### config.mk
export PLATFORM = sky130hd
export DESIGN_NAME = cqt_readout
export DESIGN_NICKNAME = d
export VERILOG_FILES = /design/src/rtl/cqt_pkg.sv /design/src/rtl/cqt_rom.sv /design/src/rtl/cqt_readout.sv
export SDC_FILE = /design/constraint.sdc
export NUM_CORES = 1
export LEC_CHECK = 0
export BUFFER_PORTS_ARGS = -buffer_cell sky130_fd_sc_hd__buf_2
export CORE_UTILIZATION = 40
export CTS_CLUSTER_DIAMETER = 200
export DETAILED_ROUTE_END_ITERATION = 10
export PLACE_DENSITY = 0.84
export SLEW_MARGIN = 20
export SYNTH_ARGS = -nofsm -noshare
export SYNTH_HDL_FRONTEND = slang
export SYNTH_HIERARCHICAL = 1
export SYNTH_SLANG_ARGS = --single-unit
### constraint.sdc
create_clock -name clk -period 2.4 [get_ports clk]
set_clock_uncertainty 0.1 [all_clocks]
set_input_delay 0.24 -clock clk [delete_from_list [all_inputs] [get_ports clk]]
set_output_delay 0.24 -clock clk [all_outputs]
set_load 0.1 [all_outputs]
### src/rtl/cqt_pkg.sv
// Purpose: Constants for the query table read-out block.
// Assumes: 16-bit data bus, word addressing.
// Notes: Table contents are the identification, system-interface and geometry bytes.
package cqt_pkg;
  localparam int          DATA_W           = 16;
  localparam int          ADDR_W           = 24;
  localparam logic [7:0]  HIGH_BYTE_FILL   = 8'h00;
  localparam logic [7:0]  UNUSED_BYTE      = 8'h00;
  localparam logic [23:0] TABLE_BASE       = 24'h000010;
  localparam logic [23:0] SYSIF_BASE       = 24'h00001b;
  localparam logic [23:0] GEOM_BASE        = 24'h000027;
  localparam logic [23:0] EXT_PTR_ADDR     = 24'h000015;
  localparam logic [23:0] ROM_LAST         = 24'h00002b;
  localparam logic [7:0]  ID_Q             = 8'h51;
  localparam logic [7:0]  ID_R             = 8'h52;
  localparam logic [7:0]  ID_Y             = 8'h59;
  localparam logic [15:0] PRIMARY_CMD_SET  = 16'h0001;
  localparam logic [15:0] EXT_TABLE_ADDR   = 16'h010a;
  localparam logic [15:0] ALTERNATE_CMD_SET = 16'h0000;
  localparam logic [15:0] ALT_TABLE_ADDR   = 16'h0000;
  localparam logic [7:0]  DEVICE_SIZE_LOG2 = 8'h17;
endpackage : cqt_pkg

### src/rtl/cqt_rom.sv
// Purpose: Combinational lookup of one query table byte by word address.
// Assumes: Address is a word address.
// Notes: Multi-byte fields are stored low byte first.
`timescale 1ns/1ps
module cqt_rom
  import cqt_pkg::*;
(
  // Lookup
  input  wire logic [ADDR_W-1:0] addr,
  output logic      [7:0]        data
);
  always_comb begin
    data = UNUSED_BYTE;
    unique case (addr)
      TABLE_BASE:                data = ID_Q;
      TABLE_BASE + 24'h000001:   data = ID_R;
      TABLE_BASE + 24'h000002:   data = ID_Y;
      24'h000013:                data = PRIMARY_CMD_SET[7:0];
      24'h000014:                data = PRIMARY_CMD_SET[15:8];
      EXT_PTR_ADDR:              data = EXT_TABLE_ADDR[7:0];
      EXT_PTR_ADDR + 24'h000001: data = EXT_TABLE_ADDR[15:8];
      24'h000017:                data = ALTERNATE_CMD_SET[7:0];
      24'h000018:                data = ALTERNATE_CMD_SET[15:8];
      24'h000019:                data = ALT_TABLE_ADDR[7:0];
      24'h00001a:                data = ALT_TABLE_ADDR[15:8];
      SYSIF_BASE:                data = 8'h17;
      24'h00001c:                data = 8'h20;
      24'h00001d:                data = 8'h85;
      24'h00001e:                data = 8'h95;
      24'h00001f:                data = 8'h08;
      24'h000020:                data = 8'h09;
      24'h000021:                data = 8'h0a;
      24'h000022:                data = 8'h00;
      24'h000023:                data = 8'h01;
      24'h000024:                data = 8'h01;
      24'h000025:                data = 8'h02;
      24'h000026:                data = 8'h00;
      GEOM_BASE:                 data = DEVICE_SIZE_LOG2;
      24'h000028:                data = 8'h01;
      24'h000029:                data = 8'h00;
      24'h00002a:                data = 8'h06;
      24'h00002b:                data = 8'h00;
      default:                   data = UNUSED_BYTE;
    endcase
  end
endmodule : cqt_rom

### src/rtl/cqt_readout.sv
// Purpose: Read path mux that serves the query table while query mode is on.
// Assumes: Host strobes rd_req with a word address; data returns one cycle later.
// Notes: query_enter and query_exit come from the command decoder.
// Notes on behaviour
// - Query mode reads return table, not array.
// - Table byte on low lane, high zero.
// - Offsets are word addresses, table at 10h.
// - Words 10h-12h return 51, 52, 59.
// - Multi-byte fields stored low byte first.
// - Vendor 0-Fh, id 10h, sysif 1Bh, geometry 27h.
// - Offset 15 holds extended table address.
// - Extended table pointer reads 0A then 01.
`timescale 1ns/1ps
module cqt_readout
  import cqt_pkg::*;
(
  // Clock and reset
  input  wire logic              clk,
  input  wire logic              rst,
  // Mode control
  input  wire logic              query_enter,
  input  wire logic              query_exit,
  // Host read
  input  wire logic              rd_req,
  input  wire logic [ADDR_W-1:0] rd_addr,
  output logic      [DATA_W-1:0] rd_data,
  output logic                   rd_valid,
  // Array
  output logic      [ADDR_W-1:0] array_addr,
  input  wire logic [DATA_W-1:0] array_data,
  // Status
  output logic                   query_mode
);
  logic              query_ff;
  logic [DATA_W-1:0] data_ff;
  logic              valid_ff;
  logic [7:0]        table_byte;

  // Exit takes priority so a stray enter during exit leaves array reads.
  always_ff @(posedge clk) begin
    if (rst) begin
      query_ff <= 1'b0;
    end else if (query_exit) begin
      query_ff <= 1'b0;
    end else if (query_enter) begin
      query_ff <= 1'b1;
    end
  end

  cqt_rom u_rom (
    .addr (rd_addr),
    .data (table_byte)
  );

  assign array_addr = rd_addr;

  always_ff @(posedge clk) begin
    if (rst) begin
      data_ff <= '0;
    end else if (rd_req) begin
      if (query_ff) begin
        data_ff <= {HIGH_BYTE_FILL, table_byte};
      end else begin
        data_ff <= array_data;
      end
    end
  end

  always_ff @(posedge clk) begin
    if (rst) begin
      valid_ff <= 1'b0;
    end else begin
      valid_ff <= rd_req;
    end
  end

  assign rd_data    = data_ff;
  assign rd_valid   = valid_ff;
  assign query_mode = query_ff;

  property p_high_zero;
    @(posedge clk) disable iff (rst)
      (rd_req && query_ff) |=> (rd_data[15:8] == HIGH_BYTE_FILL);
  endproperty
  a_high_zero: assert property (p_high_zero) else $error("high byte not zero");

  property p_id_q;
    @(posedge clk) disable iff (rst)
      (rd_req && query_ff && rd_addr == TABLE_BASE) |=> (rd_data == 16'h0051);
  endproperty
  a_id_q: assert property (p_id_q) else $error("Q byte wrong");

  property p_id_y;
    @(posedge clk) disable iff (rst)
      (rd_req && query_ff && rd_addr == 24'h000012) |=> (rd_data == 16'h0059);
  endproperty
  a_id_y: assert property (p_id_y) else $error("Y byte wrong");

  property p_ext_lo;
    @(posedge clk) disable iff (rst)
      (rd_req && query_ff && rd_addr == EXT_PTR_ADDR) |=> (rd_data == 16'h000a);
  endproperty
  a_ext_lo: assert property (p_ext_lo) else $error("pointer low wrong");

  property p_ext_hi;
    @(posedge clk) disable iff (rst)
      (rd_req && query_ff && rd_addr == 24'h000016) |=> (rd_data == 16'h0001);
  endproperty
  a_ext_hi: assert property (p_ext_hi) else $error("pointer high wrong");

  property p_array;
    @(posedge clk) disable iff (rst)
      (rd_req && !query_ff) |=> (rd_data == $past(array_data));
  endproperty
  a_array: assert property (p_array) else $error("array data lost");

  property p_exit;
    @(posedge clk) disable iff (rst)
      query_exit |=> !query_mode;
  endproperty
  a_exit: assert property (p_exit) else $error("mode not left");

  property p_sysif;
    @(posedge clk) disable iff (rst)
      (rd_req && query_ff && rd_addr == SYSIF_BASE) |=> (rd_data == 16'h0017);
  endproperty
  a_sysif: assert property (p_sysif) else $error("sysif byte wrong");

  // Read handshake, hold and mode checks.
  property p_valid_rise;
    @(posedge clk) disable iff (rst)
      rd_req |=> rd_valid;
  endproperty
  a_valid_rise: assert property (p_valid_rise) else $error("read not answered");

  property p_valid_fall;
    @(posedge clk) disable iff (rst)
      !rd_req |=> !rd_valid;
  endproperty
  a_valid_fall: assert property (p_valid_fall) else $error("valid without request");

  property p_data_hold;
    @(posedge clk) disable iff (rst)
      !rd_req |=> $stable(rd_data);
  endproperty
  a_data_hold: assert property (p_data_hold) else $error("read data moved");

  property p_reset_state;
    @(posedge clk)
      rst |=> (!rd_valid && !query_mode && (rd_data == '0));
  endproperty
  a_reset_state: assert property (p_reset_state) else $error("reset state wrong");

  property p_enter;
    @(posedge clk) disable iff (rst)
      (query_enter && !query_exit) |=> query_mode;
  endproperty
  a_enter: assert property (p_enter) else $error("mode not entered");

  property p_mode_hold;
    @(posedge clk) disable iff (rst)
      (!query_enter && !query_exit) |=> $stable(query_mode);
  endproperty
  a_mode_hold: assert property (p_mode_hold) else $error("mode changed unasked");

  // Table content checks; expected words are spelled out, except the geometry word built from DEVICE_SIZE_LOG2.
  property p_id_r;
    @(posedge clk) disable iff (rst)
      (rd_req && query_ff && rd_addr == 24'h000011) |=> (rd_data == 16'h0052);
  endproperty
  a_id_r: assert property (p_id_r) else $error("R byte wrong");

  property p_cmd_lo;
    @(posedge clk) disable iff (rst)
      (rd_req && query_ff && rd_addr == 24'h000013) |=> (rd_data == 16'h0001);
  endproperty
  a_cmd_lo: assert property (p_cmd_lo) else $error("command set low wrong");

  property p_cmd_hi;
    @(posedge clk) disable iff (rst)
      (rd_req && query_ff && rd_addr == 24'h000014) |=> (rd_data == 16'h0000);
  endproperty
  a_cmd_hi: assert property (p_cmd_hi) else $error("command set high wrong");

  property p_alt_zero;
    @(posedge clk) disable iff (rst)
      (rd_req && query_ff && rd_addr inside {[24'h000017:24'h00001a]}) |=>
        (rd_data == 16'h0000);
  endproperty
  a_alt_zero: assert property (p_alt_zero) else $error("alternate field not zero");

  property p_vendor_zero;
    @(posedge clk) disable iff (rst)
      (rd_req && query_ff && rd_addr < TABLE_BASE) |=> (rd_data == 16'h0000);
  endproperty
  a_vendor_zero: assert property (p_vendor_zero) else $error("vendor area not zero");

  property p_vcc_max;
    @(posedge clk) disable iff (rst)
      (rd_req && query_ff && rd_addr == 24'h00001c) |=> (rd_data == 16'h0020);
  endproperty
  a_vcc_max: assert property (p_vcc_max) else $error("supply max byte wrong");

  property p_vpp_min;
    @(posedge clk) disable iff (rst)
      (rd_req && query_ff && rd_addr == 24'h00001d) |=> (rd_data == 16'h0085);
  endproperty
  a_vpp_min: assert property (p_vpp_min) else $error("program supply byte wrong");

  property p_geom;
    @(posedge clk) disable iff (rst)
      (rd_req && query_ff && rd_addr == GEOM_BASE) |=>
        (rd_data == {HIGH_BYTE_FILL, DEVICE_SIZE_LOG2});
  endproperty
  a_geom: assert property (p_geom) else $error("device size byte wrong");

  property p_iface_lo;
    @(posedge clk) disable iff (rst)
      (rd_req && query_ff && rd_addr == 24'h000028) |=> (rd_data == 16'h0001);
  endproperty
  a_iface_lo: assert property (p_iface_lo) else $error("interface code low wrong");

  property p_buf;
    @(posedge clk) disable iff (rst)
      (rd_req && query_ff && rd_addr == 24'h00002a) |=> (rd_data == 16'h0006);
  endproperty
  a_buf: assert property (p_buf) else $error("write buffer byte wrong");

  property p_past_end;
    @(posedge clk) disable iff (rst)
      (rd_req && query_ff && rd_addr > ROM_LAST) |=> (rd_data == 16'h0000);
  endproperty
  a_past_end: assert property (p_past_end) else $error("read past table not zero");
endmodule : cqt_readout

==> out/metrics.cfg <==
[setup_path]
arrival_ns = 2.06
path_class = primary input to register
crit_required_ns = 2.52
crit_family = simple AND/OR/NAND/NOR gates
cp_num_buf_inv = 1
end_kind = register
crit_path_max_fanout = 8
slowest_delay_ns = 0.64
cp_slowest_cell = or4_1
startpoint_type = primary input
cp_common_cell = or4_1
worstPathCellList = buf_2 -> or4_1 -> or4_1 -> a221oi_2 -> mux2i_1 -> a211oi_1

[sta]
finalHoldViolCount = 0
slew_viol_final = 0
worstMarginPinSlew_ns = 0.517
relSlewSlack_pct = 65.6
fin_crit_ns = 1.94
timing.fmax_mhz = 515
grt_setup_unrepaired = false
hold_slack_ns = 0.101
period_share_pct = 80.9
final-setup-viol-count = 0
tns_ns = 0

[cells_and_area]
drive_above_1_share_pct = 43.6
layout_commonest_cell = buf_2
nets = 270
n_antenna_cell = 0
final_cell_mix = buf_2 (86), dfxtp_1 (18), nor2_1 (15), nand3b_1 (13), nand2b_1 (12)
fin_area_mm2 = 0.00162
area_delta_synth_final_pct = 22.4

[place]
portBuffers = 86
gp_congestion = 0.808
dp_hpwl_mm = 2.21
placed_area_mm2 = 0.00157

[yosys]
seq_area_frac_synth_pct = 27.3
synthArstFlopShare_pct = 0
synth_top_family_by_area = simple AND/OR/NAND/NOR gates
yosys_warnings = 6
synth_enable_flop_cells = 0
synthCells = 160
yosys_most_used_dff = dfxtp_1
synth_compound_area_share_pct = 14.5
synth_xor_area_share_pct = 0
syn-num-nets = 211
synthMuxAreaShare_pct = 6.82
syn-cell-area_mm2 = 0.00132
yosys.area_share.adder_pct = 5.69
yosys.area_share.simple_pct = 26.6
avgSynthCellArea_um2 = 8.25
synth.distinct_cells = 28
ys_seq_elements = 18

[die]
initial_core_util_pct = 42.5
die_area_mm2 = 0.00353
die_w_um = 59.4
ios = 87
fp.dieH_um = 59.4
rows = 20
core_area_mm2 = 0.00310

[pwr]
p_total_uw = 973
power.leakage_uw = 0.000752
peakVddDrop_mv = 0.290
p_per_area_mw_per_mm2 = 602

[global_routing]
grt_pass1_wl_mm = 4.40
track_usage_pct = 16.0
grt_overflow_total = 0
grt_pass1_vias = 1071
antenna_found_initial = 0
grt_max_degree = 34

[detailed_routing]
drc_errors = 0
wl_mm = 2.87
vias = 1262
vias_per_cell = 4.82
ant_nets = 0
routedWlPerCell_um = 11.0
drt_pass1_iterations = 4
drt_iter0_drc = 73

[clock_tree]
cts-buffers-inserted = 3
tritoncts = built
ctsLongestPathBuffers = 2
clockRootBuffer = clkbuf_4
hold_buffers = 1
clock-sinks = 18
postCtsResizedCells = 0
cts_setup_buffers = 0
clkTransAtPathRegs_ns = 0.11
cts_max_level = 1
clock_latency_ns = 0.29

[run]
drv_cap = 0

[worst_hold_path]
hp-class = primary input to register

[run_status]
outcome = completed

[registers in the layout, indices dropped and copies added, names as in the netlist]
register / count
rd_data: 16
query_mode: 1
rd_valid: 1
[where the power goes]
| group | total, uW | switching (uW) | internal, uW |
|---|---|---|---|
| combinational | 458 | 370 | 88.6 |
| clock | 188 | 95.7 | 92.4 |
| sequential | 327 | 9.63 | 317 |
| total | 973 | 475 | 498 |
[per-layer routing]
metal	up-vias	share of wire [%]	routed length (um)	GRT usage, %
met5	-	0	0	0
met4	0	0	0	3.06
met3	0	7.0	202	4.37
met2	63	47	1340	27.9
met1	551	46	1330	19.6
li1	648	-	-	-
[cell usage after synthesis, types with 3 or more instances]
master,instances,share of area (%)
nand2b_1,12,5.7
or4_1,3,1.7
nor4_1,3,1.4
a21oi_1,11,4.2
ha_1,6,5.7
mux2i_1,9,6.8
buf_2,6,2.3
a211oi_1,7,4.0
o21ai_0,3,1.1
buf_4,24,14
nor2_1,15,4.3
dfxtp_1,18,27
nand2_1,9,2.6
nand3_1,3,1.1
nand3b_1,13,7.4
[logic make-up after synthesis]
family	Yosys count
multiplexers	9
AND/OR/NAND/NOR	63
AO/OA/AOI/OAI	28
adder cells (fa/ha/maj)	6
buffers and inverters	36
flip-flops	18
[metrics by stage]
stage          util (%)  setup WS, ns  cells
4_1_cts            52.1         0.459    262
2_1_floorplan         -         0.409    160
6_report           52.1         0.458    262
5_1_grt            52.1         0.370    262
3_3_place_gp       50.6         0.209    257
3_5_place_dp       50.6         0.144    257
[cell type report]
class                           instances  area [um2]
Clock buffer                            4        36.3
Timing Repair Buffer                   88         448
Inverter                                2        7.51
Fill cell                             331        1490
Sequential cell                        18         360
Multi-Input combinational cell        106         708
Tap cell                               44        55.1
[final timing paths]
check | start | end | slack, ns | cells after the start
max reg2reg | query_mode$_SDFFE_PP0P_ | rd_data[4]$_SDFFE_PP0P_ | 1.07 | 3
min | array_data[10] | rd_data[10]$_SDFFE_PP0P_ | 0.10 | 3
max | rd_addr[9] | rd_data[4]$_SDFFE_PP0P_ | 0.46 | 6
min reg2reg | rd_data[10]$_SDFFE_PP0P_ | rd_data[10]$_SDFFE_PP0P_ | 0.37 | 2
[worst reg2reg max path, stage by stage (launching register included)]
cell and delay [ns]:
dfxtp_1 0.54, buf_4 0.25, mux2i_1 0.23, a211oi_1 0.10
(Power assumes the default switching activity.)
